## config.mk

```make
export PLATFORM = sky130hd
export DESIGN_NAME = pwm_gen_deadband_fault
export DESIGN_NICKNAME = d
export VERILOG_FILES = /design/src/hdl/pwm_action.v /design/src/hdl/pwm_deadband.v /design/src/hdl/pwm_gen_deadband_fault.v
export VERILOG_INCLUDE_DIRS = /design/src /design/src/hdl
export SDC_FILE = /design/constraint.sdc
export NUM_CORES = 1
export LEC_CHECK = 0
export BUFFER_PORTS_ARGS = -buffer_cell sky130_fd_sc_hd__buf_2
export CAP_MARGIN = 20
export CORE_ASPECT_RATIO = 1.25
export CORE_UTILIZATION = 39
export CTS_BUF_LIST = sky130_fd_sc_hd__clkbuf_16
export DETAILED_ROUTE_END_ITERATION = 16
export GPL_ROUTABILITY_DRIVEN = 1
export GPL_TIMING_DRIVEN = 0
export PLACE_DENSITY = 0.62
export SETUP_SLACK_MARGIN = 0.3
export SYNTH_ARGS = -nofsm -noshare
export SYNTH_HDL_FRONTEND = slang
export SYNTH_HIERARCHICAL = 1
export SYNTH_SLANG_ARGS = --single-unit
```

## constraint.sdc

```tcl
create_clock -name clk_i -period 8.19 [get_ports clk_i]
set_clock_uncertainty 0.15 [all_clocks]
set_input_delay 0.819 -clock clk_i [delete_from_list [all_inputs] [get_ports clk_i]]
set_output_delay 0.819 -clock clk_i [all_outputs]
set_load 0.05 [all_outputs]
```

## src/hdl/pwm_map.vh

```
`ifndef PWM_MAP_VH
`define PWM_MAP_VH
`define CNT_W          16
`define CNT_RESET      16'h0000
`define ACT_NONE       2'h0
`define ACT_TOGGLE     2'h1
`define ACT_LOW        2'h2
`define ACT_HIGH       2'h3
`define EV_ZERO        0
`define EV_LOAD        1
`define EV_A_UP        2
`define EV_A_DOWN      3
`define EV_B_UP        4
`define EV_B_DOWN      5
`define EV_N           6
`define ACT_W          12
`define DB_W           12
`endif

```

## src/hdl/pwm_action.v

```verilog
`include "pwm_map.vh"
module pwm_action (
  input  wire                 clk_i,     // module clock
  input  wire                 reset_i,   // async reset, active high
  input  wire                 run_i,     // generator running
  input  wire [`EV_N-1:0]     event_i,   // qualified events
  input  wire [`ACT_W-1:0]    action_i,  // two bits per event
  output reg                  out_o      // generated signal
);
  reg [1:0] act;
  integer   k;

  // later events in the list win; zero and load coincide only when load is 0; one match per output at a time
  always @* begin
    act = `ACT_NONE;
    for (k = 0; k < `EV_N; k = k + 1) begin
      if (event_i[k] && action_i[2*k +: 2] != `ACT_NONE) begin
        act = action_i[2*k +: 2];
      end
    end
  end

  always @(posedge clk_i or posedge reset_i) begin
    if (reset_i) begin
      out_o <= 1'b0;
    end else if (!run_i) begin
      out_o <= 1'b0;
    end else begin
      case (act)
        `ACT_TOGGLE: out_o <= ~out_o;
        `ACT_LOW:    out_o <= 1'b0;
        `ACT_HIGH:   out_o <= 1'b1;
        default:     out_o <= out_o;
      endcase
    end
  end
endmodule

```

## src/hdl/pwm_deadband.v

```verilog
`include "pwm_map.vh"
module pwm_deadband (
  input  wire              clk_i,    // module clock
  input  wire              reset_i,  // async reset, active high
  input  wire              in_i,     // source signal
  input  wire [`DB_W-1:0]  delay_i,  // rising-edge delay in cycles
  output reg               out_o     // delayed-rise copy
);
  reg [`DB_W-1:0] count;

  // output falls with the input at once, rises only after the input stayed high delay_i cycles
  always @(posedge clk_i or posedge reset_i) begin
    if (reset_i) begin
      count <= {`DB_W{1'b0}};
      out_o <= 1'b0;
    end else if (!in_i) begin
      count <= {`DB_W{1'b0}};
      out_o <= 1'b0;
    end else if (count >= delay_i) begin
      out_o <= 1'b1;
    end else begin
      count <= count + 1'b1;
    end
  end
endmodule

```

## src/hdl/pwm_gen_deadband_fault.v

```verilog
// Notes on behaviour
// - down mode: load to zero, reload, repeat
// - up/down mode: zero up to load, back down
// - direction low in down mode, follows up/down
// - one-cycle pulses at zero and at load
// - compare pulses on match, direction qualified
// - compare above load never matches
// - four events down mode, six up/down
// - compare ignored when coinciding with zero/load
// - on coinciding matches A wins at first output, B at second
// - per event action: none, toggle, low, high
// - dead-band: first output gets delayed rise
// - second output inverted input, delayed rise
// - selectable interrupt and trigger event sets
// - interrupt and trigger use raw events
// - global reset returns counter to start
// - immediate updates take effect at zero
// - synchronous updates wait for update request
// - per-output fault enable forces inactive
// - debug stall: halt at zero or run
// - single enable mask gates pin outputs
// - per-output optional inversion at pins
// - counter and load are 16 bits
// - update request self-clears, software cannot
// - disabled output becomes zero before inversion
// - sync bit resets counter, then self-clears
`include "pwm_map.vh"
module pwm_gen_deadband_fault (
  input  wire                clk_i,                  // module clock, 200 MHz
  input  wire                reset_i,                // async reset, active high
  input  wire                run_i,                  // generator enable
  input  wire                mode_updown_i,          // 1 up/down, 0 down
  input  wire                update_sync_mode_i,     // 1 synchronous updates
  input  wire                global_update_set_i,    // pulse: request global update
  input  wire                counter_sync_set_i,     // pulse: request counter reset
  input  wire [`CNT_W-1:0]   load_i,                 // new load value
  input  wire [`CNT_W-1:0]   cmp_a_i,                // new compare A
  input  wire [`CNT_W-1:0]   cmp_b_i,                // new compare B
  input  wire                values_write_i,         // pulse: load/compare written
  input  wire [`ACT_W-1:0]   action_first_i,         // actions for first output
  input  wire [`ACT_W-1:0]   action_second_i,        // actions for second output
  input  wire                deadband_en_i,          // dead-band enable
  input  wire [`DB_W-1:0]    rise_delay_i,           // first output rise delay
  input  wire [`DB_W-1:0]    fall_delay_i,           // second output rise delay
  input  wire [`EV_N-1:0]    int_select_i,           // interrupt event set
  input  wire [`EV_N-1:0]    trig_select_i,          // trigger event set
  input  wire                fault_i,                // fault pin, asynchronous
  input  wire                fault_int_en_i,         // fault raises interrupt
  input  wire [1:0]          fault_enable_mask_i,    // per-output fault enable
  input  wire                debug_stall_i,          // debugger stall
  input  wire                stall_run_i,            // 1 keep counting in stall
  input  wire [1:0]          output_enable_mask_i,   // pin enables
  input  wire [1:0]          output_invert_mask_i,   // pin inversion
  output reg                 pin_out_first_o,        // first pin
  output reg                 pin_out_second_o,       // second pin
  output reg                 irq_o,                  // one-cycle event interrupt
  output reg                 fault_irq_o,            // fault interrupt level
  output reg                 trigger_o,              // one-cycle converter trigger
  output reg  [`CNT_W-1:0]   count_o,                // counter value
  output reg                 direction_o,            // 1 counting up
  output reg                 global_update_request_o,// update pending
  output reg                 counter_sync_reset_o    // sync reset pending
);
  reg [`CNT_W-1:0] load_act;
  reg [`CNT_W-1:0] cmp_a_act;
  reg [`CNT_W-1:0] cmp_b_act;
  reg [`CNT_W-1:0] load_pend;
  reg [`CNT_W-1:0] cmp_a_pend;
  reg [`CNT_W-1:0] cmp_b_pend;
  reg              pend_valid;
  reg              halted;
  reg [2:0]        fault_sync;
  reg              fault_level;
  reg [`CNT_W-1:0] next_count;
  reg              next_direction;
  reg              apply_now;

  wire gen_out_first;
  wire gen_out_second;
  wire db_first;
  wire db_second;

  wire at_zero  = (count_o == {`CNT_W{1'b0}});
  wire at_load  = (count_o == load_act);
  // a compare above load cannot be reached by the counter, so it never pulses
  wire match_a  = (count_o == cmp_a_act) && (cmp_a_act <= load_act);
  wire match_b  = (count_o == cmp_b_act) && (cmp_b_act <= load_act);
  wire edge_ev  = at_zero | at_load;
  wire counting = run_i && !halted;

  wire [`EV_N-1:0] events;
  assign events[`EV_ZERO]   = counting && at_zero;
  assign events[`EV_LOAD]   = counting && at_load;
  assign events[`EV_A_UP]   = counting && match_a && !edge_ev && mode_updown_i
                              && direction_o;
  assign events[`EV_A_DOWN] = counting && match_a && !edge_ev && !direction_o;
  assign events[`EV_B_UP]   = counting && match_b && !edge_ev && mode_updown_i
                              && direction_o;
  assign events[`EV_B_DOWN] = counting && match_b && !edge_ev && !direction_o;

  // on coinciding matches the first output takes only A and the second only B
  wire a_hit = events[`EV_A_UP] | events[`EV_A_DOWN];
  wire b_hit = events[`EV_B_UP] | events[`EV_B_DOWN];
  wire [`EV_N-1:0] ev_first  = {events[5:4] & {2{!a_hit}}, events[3:0]};
  wire [`EV_N-1:0] ev_second = {events[5:4], events[3:2] & {2{!b_hit}}, events[1:0]};

  pwm_action u_act_first (
    .clk_i    (clk_i),
    .reset_i  (reset_i),
    .run_i    (run_i),
    .event_i  (ev_first),
    .action_i (action_first_i),
    .out_o    (gen_out_first)
  );

  pwm_action u_act_second (
    .clk_i    (clk_i),
    .reset_i  (reset_i),
    .run_i    (run_i),
    .event_i  (ev_second),
    .action_i (action_second_i),
    .out_o    (gen_out_second)
  );

  pwm_deadband u_db_first (
    .clk_i    (clk_i),
    .reset_i  (reset_i),
    .in_i     (gen_out_first),
    .delay_i  (rise_delay_i),
    .out_o    (db_first)
  );

  pwm_deadband u_db_second (
    .clk_i    (clk_i),
    .reset_i  (reset_i),
    .in_i     (~gen_out_first),
    .delay_i  (fall_delay_i),
    .out_o    (db_second)
  );

  // counter next state
  always @* begin
    next_count     = count_o;
    next_direction = direction_o;
    if (mode_updown_i) begin
      if (direction_o) begin
        if (count_o >= load_act) begin
          next_direction = 1'b0;
          next_count     = (load_act == {`CNT_W{1'b0}}) ? count_o : count_o - 1'b1;
        end else begin
          next_count = count_o + 1'b1;
        end
      end else begin
        if (at_zero) begin
          next_direction = 1'b1;
          next_count     = (load_act == {`CNT_W{1'b0}}) ? count_o : count_o + 1'b1;
        end else begin
          next_count = count_o - 1'b1;
        end
      end
    end else begin
      next_direction = 1'b0;
      // a load applied at this zero is already the reload value
      next_count     = at_zero ? (apply_now ? load_pend : load_act) : count_o - 1'b1;
    end
  end

  always @* begin
    apply_now = counting && at_zero && pend_valid &&
                (!update_sync_mode_i || global_update_request_o);
  end

  always @(posedge clk_i or posedge reset_i) begin
    if (reset_i) begin
      count_o                 <= `CNT_RESET;
      direction_o             <= 1'b0;
      halted                  <= 1'b0;
      load_act                <= {`CNT_W{1'b0}};
      cmp_a_act               <= {`CNT_W{1'b0}};
      cmp_b_act               <= {`CNT_W{1'b0}};
      load_pend               <= {`CNT_W{1'b0}};
      cmp_a_pend              <= {`CNT_W{1'b0}};
      cmp_b_pend              <= {`CNT_W{1'b0}};
      pend_valid              <= 1'b0;
      global_update_request_o <= 1'b0;
      counter_sync_reset_o    <= 1'b0;
    end else begin
      if (values_write_i) begin
        load_pend  <= load_i;
        cmp_a_pend <= cmp_a_i;
        cmp_b_pend <= cmp_b_i;
        pend_valid <= 1'b1;
      end else if (apply_now) begin
        pend_valid <= 1'b0;
      end
      if (apply_now) begin
        load_act  <= load_pend;
        cmp_a_act <= cmp_a_pend;
        cmp_b_act <= cmp_b_pend;
      end
      // set wins over the self-clear; software has no clear path
      if (global_update_set_i) begin
        global_update_request_o <= 1'b1;
      end else if (counting && at_zero) begin
        global_update_request_o <= 1'b0;
      end
      // stall may only halt once the counter has come back to zero
      if (!debug_stall_i || stall_run_i) begin
        halted <= 1'b0;
      end else if (!stall_run_i && at_zero && run_i) begin
        halted <= 1'b1;
      end
      if (counter_sync_set_i || counter_sync_reset_o) begin
        count_o              <= `CNT_RESET;
        direction_o          <= 1'b0;
        counter_sync_reset_o <= counter_sync_set_i;
      end else if (counting && !(debug_stall_i && !stall_run_i && at_zero)) begin
        count_o     <= next_count;
        direction_o <= next_direction;
      end
    end
  end

  // fault pin: three stages, level changes once stages two and three agree
  always @(posedge clk_i or posedge reset_i) begin
    if (reset_i) begin
      fault_sync  <= 3'h0;
      fault_level <= 1'b0;
    end else begin
      fault_sync <= {fault_sync[1:0], fault_i};
      if (fault_sync[1] == fault_sync[2]) begin
        fault_level <= fault_sync[2];
      end
    end
  end

  wire sel_first  = deadband_en_i ? db_first  : gen_out_first;
  wire sel_second = deadband_en_i ? db_second : gen_out_second;
  wire en_first   = output_enable_mask_i[0] && !(fault_level && fault_enable_mask_i[0]);
  wire en_second  = output_enable_mask_i[1] && !(fault_level && fault_enable_mask_i[1]);

  always @(posedge clk_i or posedge reset_i) begin
    if (reset_i) begin
      pin_out_first_o  <= 1'b0;
      pin_out_second_o <= 1'b0;
      irq_o            <= 1'b0;
      trigger_o        <= 1'b0;
      fault_irq_o      <= 1'b0;
    end else begin
      pin_out_first_o  <= (sel_first  & en_first)  ^ output_invert_mask_i[0];
      pin_out_second_o <= (sel_second & en_second) ^ output_invert_mask_i[1];
      // a stall without stall_run_i halts counting at zero, so it then produces no events and no interrupt
      irq_o            <= |(events & int_select_i);
      trigger_o        <= |(events & trig_select_i);
      fault_irq_o      <= fault_level && fault_int_en_i;
    end
  end
endmodule

```

==> impl_results.md, run 1 <==
* Vias in the first global route at 8788
* CP endpoint kind: flop
* Post-DP HPWL at ~22000 µm
* DRC viols at 0
* Mapped Nets at ~1300
* Clock Root Buffer: clkbuf_16
* Fillers at 2412
* Row count at 65
* Status: completed
* Slew margin rel. at between 20 and 30%
* DRT Pass-1 Iters at 5
* Layout Cells excl Fill at about 1600
* Mapped Area at 0.009961 mm²
* Gr usage total at between 20 and 25%
* # clock sinks at 154
* Full die area at 0.02619 mm²
* Tmin final at 4.743 ns
* CP max FO at 9
* Most frequent cells after synthesis: 168 x nand2_1, 154 x dfrtp_1, 78 x ha_1, 67 x inv_1, 50 x mux2_2
* RSZ-0062 raised after global routing: no
* PD cells at 443.0 mW/mm²
* Count leader, synth: nand2_1
* Placed Cells incl. Taps at approximately 1600
* Longest Clk Path Bufs at 2
* Leak at around 5.6 nW
* Critical path launch point type: flop
* Fmax at ~0.21 GHz
* Final core utilization at 46.80%
* Clock H-tree levels at 4
* FF+latch count, synth at ~150
* Routed length per placed instance at approximately 18 µm
* Post-synth top area share at about two fifths
* Post-DRT Antenna Nets at 0
* Post-Synthesis Cells at approximately 1100
* Post-CTS setup buffer count at 0
* Via count at 8802
* Area growth syn-to-layout at 18.08%
* Area leader, netlist: dfrtp_1
* DRT iter0 DRCs at roughly 330
* Clk_lat worst skew at roughly 0.44 ns
* # Max-Cap Violations at 0
* Worst path required time at ~8.4 ns
* Ys async rst share at 100.0%
* Initial core utilization at about two fifths
* Port buffer count at between 100 and 150
* Chip height at approximately 180 µm
* Fin Setup TNS at 0 ns
* Worst-case vdd ir drop at 288.7 µV
* Clock slew at reported path FFs at ~0.060 ns
* Ranking of synthesized cells by area: dfrtp_1 39%, ha_1 9.8%, nand2_1 6.3%, mux2_2 5.7%, xnor2_1 3.4%
* Synth unique cells at 76
* Post-synth EDFFs at 0
* Fin crit share at 57.91%
* Ports at roughly 150
* Fin. Hold Viols at 0
* Syn. warnings at 6
* Worst hold-check path type: input port to async pin
* Routability congestion estimate from global placement at a little over 0.9
* Antenna violations before repair at 1
* Fraction of layout cells with a size suffix above 1 at between 20% and 30%
* Primary FF master, synth: dfrtp_1
* CTS tree: built
* Seq/Total Area, Yosys at between 30% and 40%
* Worst Tran Pin Value at ~1.0 ns
* Drt via density at roughly 5.5
* Final Setup Violations at 0
* Global-route wire length before repair at between 40000 and 50000 µm
* Post_cts resized at 0
* Critical path class: flop to flop
* Worst EP arrival at about 4.9 ns
* TritonCTS Buffers at 17
* Final nets at ~1500
* Final Max Tran Viols at 0
* Routed Wire Length at approximately 28000 µm
* Chip Width at about 140 µm
* GRT Residual Overflow at 0
* CORE AREA at around 0.025 mm²
* Largest net degree at the start of global routing at 69
* Syn Area/Cell at 9.197 µm²
* Number of hold buffers added after CTS at 0
cell usage in the layout (no fill, tap or decap), types with 19 or more instances in the layout:
| cell type | instances |
|---|---|
| a21oi_1 | 35 |
| buf_2 | 161 |
| clkbuf_1 | 19 |
| dfrtp_1 | 154 |
| ha_1 | 78 |
| inv_1 | 66 |
| mux2_2 | 50 |
| mux2i_1 | 19 |
| nand2_1 | 168 |
| nand3_1 | 28 |
| nand4_1 | 32 |
| nor2_1 | 49 |
| nor3_1 | 22 |
| o21ai_0 | 45 |
| xnor2_1 | 39 |
layout make-up:
| cell class | instances | area [µm²] | area share [%] |
|---|---|---|---|
| Timing Repair Buffer | 150 | 773.2 | 6.574 |
| Tap cell | 335 | 419.2 | 3.564 |
| Clock inverter | 14 | 172.7 | 1.468 |
| Multi-Input combinational cell | 817 | 5657 | 48.10 |
| Inverter | 69 | 264.0 | 2.245 |
| Buffer | 43 | 191.4 | 1.628 |
| Clock buffer | 17 | 425.4 | 3.617 |
| Sequential cell | 154 | 3854 | 32.77 |
| Antenna cell | 2 | 5.005 | 0.04255 |
path summary, 6_finish.rpt:
kind                                               from                        endpoint  slack (ns)  cells past startpoint
worst min-delay path                            reset_i   u_act_first/out_o$_DFFE_PP0P_        0.13                      2
max in group asynchronous                       reset_i      cmp_a_pend[10]$_DFFE_PP0P_        6.78                      3
worst max register to register   count_o[5]$_DFFE_PP0P_  u_act_second/out_o$_DFFE_PP0P_        3.45                     16
worst max-delay path             count_o[5]$_DFFE_PP0P_  u_act_second/out_o$_DFFE_PP0P_        3.45                     16
min in group clk_i              fault_sync[0]$_DFF_PP0_         fault_sync[1]$_DFF_PP0_        0.20                      0
worst min register to register  fault_sync[0]$_DFF_PP0_         fault_sync[1]$_DFF_PP0_        0.20                      0
report_power, final:
part | internal, mW | switching [mW]
sequential | 0.979 | 0.238
combinational | 1.18 | 2.00
clock | 0.478 | 0.332
flip-flops by register name, indices dropped and copies added, names as in the netlist, 12 cells and up:
register and flops:
u_db_second/count 12, u_db_first/count 12, cmp_a_act 16, cmp_b_pend 16, load_act 16, count_o 16, cmp_b_act 16, cmp_a_pend 16
load_pend 16
logic make-up (layout without fill, tap and decap cells):
| family | count (synthesis) | after routing | share of synthesized area (%) |
|---|---|---|---|
| adders and majority gates | 79 | 79 | 9.898 |
| other | 0 | 2 | 0 |
| DFF | 154 | 154 | 38.69 |
| xor gates and xnor gates | 46 | 46 | 4.045 |
| muxes | 70 | 70 | 7.713 |
| AOI/OAI and AO/OA | 212 | 212 | 14.48 |
| and+or+nand+nor | 410 | 410 | 20.65 |
| buffers and inverters | 112 | 293 | 4.522 |
critical path, stage by stage (launching register included):
cell and delay [ns]:
dfrtp_1 0.43, clkbuf_1 0.50, nor4_4 0.15, nand4_2 0.20
or2_1 0.13, clkbuf_1 0.36, nand4_1 0.26, nor3_1 0.67
nor3_1 0.20, and2_1 0.24, nor2b_1 0.13, a311oi_1 0.34
o21a_1 0.16, ha_1 0.23, or2_2 0.27, o2111ai_1 0.10
a31oi_1 0.10
per-stage QoR:
| step | hold slack [ns] | cell area (µm²) | total power [mW] | setup WS, ns |
|---|---|---|---|---|
| after floorplan | 0.1812 | 9961 | 3.499 | 3.865 |
| after global placement | 0.1872 | 11130 | 4.305 | 2.041 |
| after detailed placement | 0.1912 | 11160 | 4.365 | 3.522 |
| after CTS | 0.1194 | 11760 | 5.205 | 3.523 |
| after global routing | 0.1322 | 11760 | 5.606 | 3.169 |
| final | 0.1317 | 11760 | 5.210 | 3.447 |
metal layers:
| metal | up-vias | global-route usage (%) | part of all wire (%) |
|---|---|---|---|
| met3 | 90 | 3.975 | 5.6 |
| met1 | 4158 | 25.97 | 40 |
| met2 | 316 | 38.25 | 49 |
| li1 | 4238 | - | - |
| met4 | 0 | 13.40 | 5.3 |
| met5 | - | 0 | 0 |
Power figures use the tool's default switching activity.
==> inputs of run 2 (changes only) <==
clock period = 4.8 ns   (was 8.19 ns; I/O delays follow)
==> run 2 against run 1 <==
  * Sequential cell count unchanged
  * Utilization up 0.40 points
  * Global-route usage unchanged
  * Cell area up 0.86%
  * Sequential power up 70%
  * Maximum frequency up 11%
  * Register-to-register slack worse by 2.9 ns
  * Largest power group unchanged
  * Combinational power up 73%
  * Non-clock buffer count up 7
  * Hold slack worse by 0.065 ns
  * Critical endpoint is now u_act_first/out_o$_DFFE_PP0P_
  * Power up 72%
==> impl_results.md, run 2 (synthesis results as in run 1) <==
* Flop pwr share at 23.2% (was 23.4%)
* Most common cell after layout, fill and taps aside: nand2_1 (unchanged)
* Initial core utilization at 39.64% (unchanged)
* DRT iter0 DRCs at 375 (was 334)
* Critical path class: flop to flop (unchanged)
* Int Pwr at 4.558 mW (was 2.640 mW)
* Post-DRT Antenna Nets at 0 (unchanged)
* Worst r2r src: count_o[13]$_DFFE_PP0P_ (was count_o[5]$_DFFE_PP0P_)
* Global-route wire length before repair at 45590 µm (was 45550 µm)
* Chip Width at 144.9 µm (unchanged)
* R2R Path End: u_act_first/out_o$_DFFE_PP0P_ (was u_act_second/out_o$_DFFE_PP0P_)
* # clock sinks at 154 (unchanged)
* Fin area at 0.01186 mm² (was 0.01176 mm²)
* RSZ-0062 raised after global routing: no (unchanged)
* Crit path to: u_act_first/out_o$_DFFE_PP0P_ (was u_act_second/out_o$_DFFE_PP0P_)
* Logic depth of the worst path, buffers included at 15 (was 16)
* Clock slew at reported path FFs at 0.06 ns (about the same)
* Fmax at 0.2338 GHz (was 0.2108 GHz)
* Fin Setup TNS at 0 ns (unchanged)
* Longest Clk Path Bufs at 2 (unchanged)
* GRT Residual Overflow at 0 (unchanged)
* Vias in the first global route at 8797 (was 8788)
* CP endpoint kind: flop (unchanged)
* Via count at 8784 (was 8802)
* Slowest stage delay, CP at 0.52 ns (was 0.67 ns)
* Worst-case vdd ir drop at 491.8 µV (was 288.7 µV)
* Tmin final at 4.278 ns (was 4.743 ns)
* CORE AREA at 0.02513 mm² (unchanged)
* TritonCTS Buffers at 17 (unchanged)
* Clock network fraction of total power at 15.4% (was 15.5%)
* Clk_lat worst skew at 0.44 ns (about the same)
* Layout Cells excl Fill at 1608 (was 1601)
* Status: completed (unchanged)
* Worst path required time at 4.96 ns (was 8.36 ns)
* Fraction of layout cells with a size suffix above 1 at 23.45% (was 22.15%)
* Routed length per placed instance at 17.73 µm (was 17.74 µm)
* Placed Cells incl. Taps at 1568 (unchanged)
* R2r setup slk at 0.52 ns (was 3.45 ns)
* Most frequent cells in the layout: 168 x nand2_1, 161 x buf_2, 154 x dfrtp_1 (unchanged)
* Clock Root Buffer: clkbuf_16 (unchanged)
* Full die area at 0.02619 mm² (unchanged)
* Crit-path slowest cell: dfrtp_1 (was nor3_1)
* CTS tree: built (unchanged)
* Leak at 5.616 nW (was 5.555 nW)
* Post-place instance area at 0.01116 mm² (unchanged)
* Hold_ws at 0.06658 ns (was 0.1317 ns)
* DRC viols at 0 (unchanged)
* CP Buf/Inv Count at 0 (was 2)
* Clock H-tree levels at 4 (unchanged)
* Worst hold-check path type: input port to flop (was input port to async pin)
* Antenna violations before repair at 1 (unchanged)
* Fillers at 2401 (was 2412)
* Critical path launch point type: flop (unchanged)
* CP max FO at 6 (was 9)
* Ports at 151 (unchanged)
* Fin crit share at 89.12% (was 57.91%)
* Area growth syn-to-layout at 19.09% (was 18.08%)
* Worst Tran Pin Value at 0.8219 ns (was 1.046 ns)
* Drt via density at 5.463 (was 5.498)
* Post-DP HPWL at 22210 µm (unchanged)
* Routed Wire Length at 28500 µm (was 28400 µm)
* # Max-Cap Violations at 0 (unchanged)
* Largest net degree at the start of global routing at 69 (unchanged)
* P_sw at 4.418 mW (was 2.570 mW)
* Slew margin rel. at 44.88% (was 29.70%)
* Chip height at 180.7 µm (unchanged)
* Fin. Hold Viols at 0 (unchanged)
* Port buffer count at 149 (unchanged)
* Final nets at 1464 (was 1457)
* Gr usage total at 22.32% (unchanged)
* CP Launch Point: count_o[13]$_DFFE_PP0P_ (was count_o[5]$_DFFE_PP0P_)
* DRT Pass-1 Iters at 5 (unchanged)
* PD cells at 756.6 mW/mm² (was 443.0 mW/mm²)
* Gate power share at 61.4% (was 61.1%)
* Register-to-Register Path Depth at 15 (was 16)
* Final Setup Violations at 0 (unchanged)
* Row count at 65 (unchanged)
* Worst path top cell family by delay: simple AND/OR/NAND/NOR gates (unchanged)
* Worst EP arrival at 4.44 ns (was 4.91 ns)
* Crit-path cells: ha_1 > nand4_1 > or2_2 > or3_1 > nand4_1 > a221o_2 > nor2_1 > and2_1 > nor2b_1 > a311oi_1 > o21a_1 > ha_1 > or2_2 > o2111ai_1 > a31oi_1 (was clkbuf_1 > nor4_4 > nand4_2 > or2_1 > clkbuf_1 > nand4_1 > nor3_1 > nor3_1 > and2_1 > nor2b_1 > a311oi_1 > o21a_1 > ha_1 > or2_2 > o2111ai_1 > a31oi_1)
* Routability congestion estimate from global placement at 0.9283 (unchanged)
* Sw frac at 49.22% (was 49.32%)
* Final Max Tran Viols at 0 (unchanged)
==> run 2: changes by cell type in the layout (fill, tap and decap cells not counted), sizes merged <==
cell / before / now
buf: 174 / 176
dlygate4sd3: 0 / 2
clkbuf: 36 / 39
==> run 2: how the worst min path moves through the flow <==
stage               depth (start not counted)  slack, ns                            end                    start
detailed placement                          0       0.19        fault_sync[1]$_DFF_PP0_  fault_sync[0]$_DFF_PP0_
CTS                                         2       0.06     pin_out_second_o$_DFF_PP0_  output_invert_mask_i[1]
global placement                            0       0.19        fault_sync[1]$_DFF_PP0_  fault_sync[0]$_DFF_PP0_
finish                                      2       0.07     pin_out_second_o$_DFF_PP0_  output_invert_mask_i[1]
floorplan                                   1       0.06  u_act_first/out_o$_DFFE_PP0P_                  reset_i
global route                                2       0.07      pin_out_first_o$_DFF_PP0_  output_invert_mask_i[0]
==> run 2: routing by layer <==
metal / routed length, µm / part of all wire [%] / up-vias / track usage [%]
met2: 13860 / 49 / 311 / 38.25
met4: 1475 / 5.2 / 0 / 13.57
met3: 1479 / 5.2 / 91 / 3.823
met5: 0 / 0 / - / 0
li1: - / - / 4251 / -
met1: 11690 / 41 / 4131 / 26.00
==> run 2: power by group through the flow <==
stage                     clock network (mW)  registers [mW]  logic [mW]
after detailed placement                   0            2.09        5.36
after global placement                     0            2.09        5.26
after CTS                               1.42            2.07        5.41
after floorplan                            0            2.18        3.79
after global routing                    1.46            2.12        6.06
final                                   1.39            2.08        5.51
==> run 2: cell type report <==
cell class | instances | area (µm²) | share of cell area, %
tap | 335 | 419.2 | 3.533
timing repair buffer | 157 | 830.8 | 7.003
multi-input combinational | 817 | 5693 | 47.99
sequential | 154 | 3854 | 32.49
antenna | 2 | 5.005 | 0.04219
clock inverter | 14 | 172.7 | 1.456
inverter | 69 | 264.0 | 2.226
clock buffer | 17 | 425.4 | 3.586
buffer | 43 | 198.9 | 1.677
==> run 2: timing repair <==
action / CTS / global route
gates resized for setup: 2 / 15
endpoints found under the setup margin: 2 / 2
hold buffers: 2 / 0
pin swaps: 0 / 2
buffers inserted: 0 / 5
endpoints found under the hold margin: 11 / 0
==> run 2: per-stage QoR <==
stage	worst slack, ns	power [mW]	utilization, %
finish	0.5223	8.975	47.20
global route	0.3133	9.638	47.18
CTS	0.2653	8.897	46.90
detailed placement	0.1320	7.448	44.40
global placement	-1.010	7.345	44.27
floorplan	0.8141	5.970	-
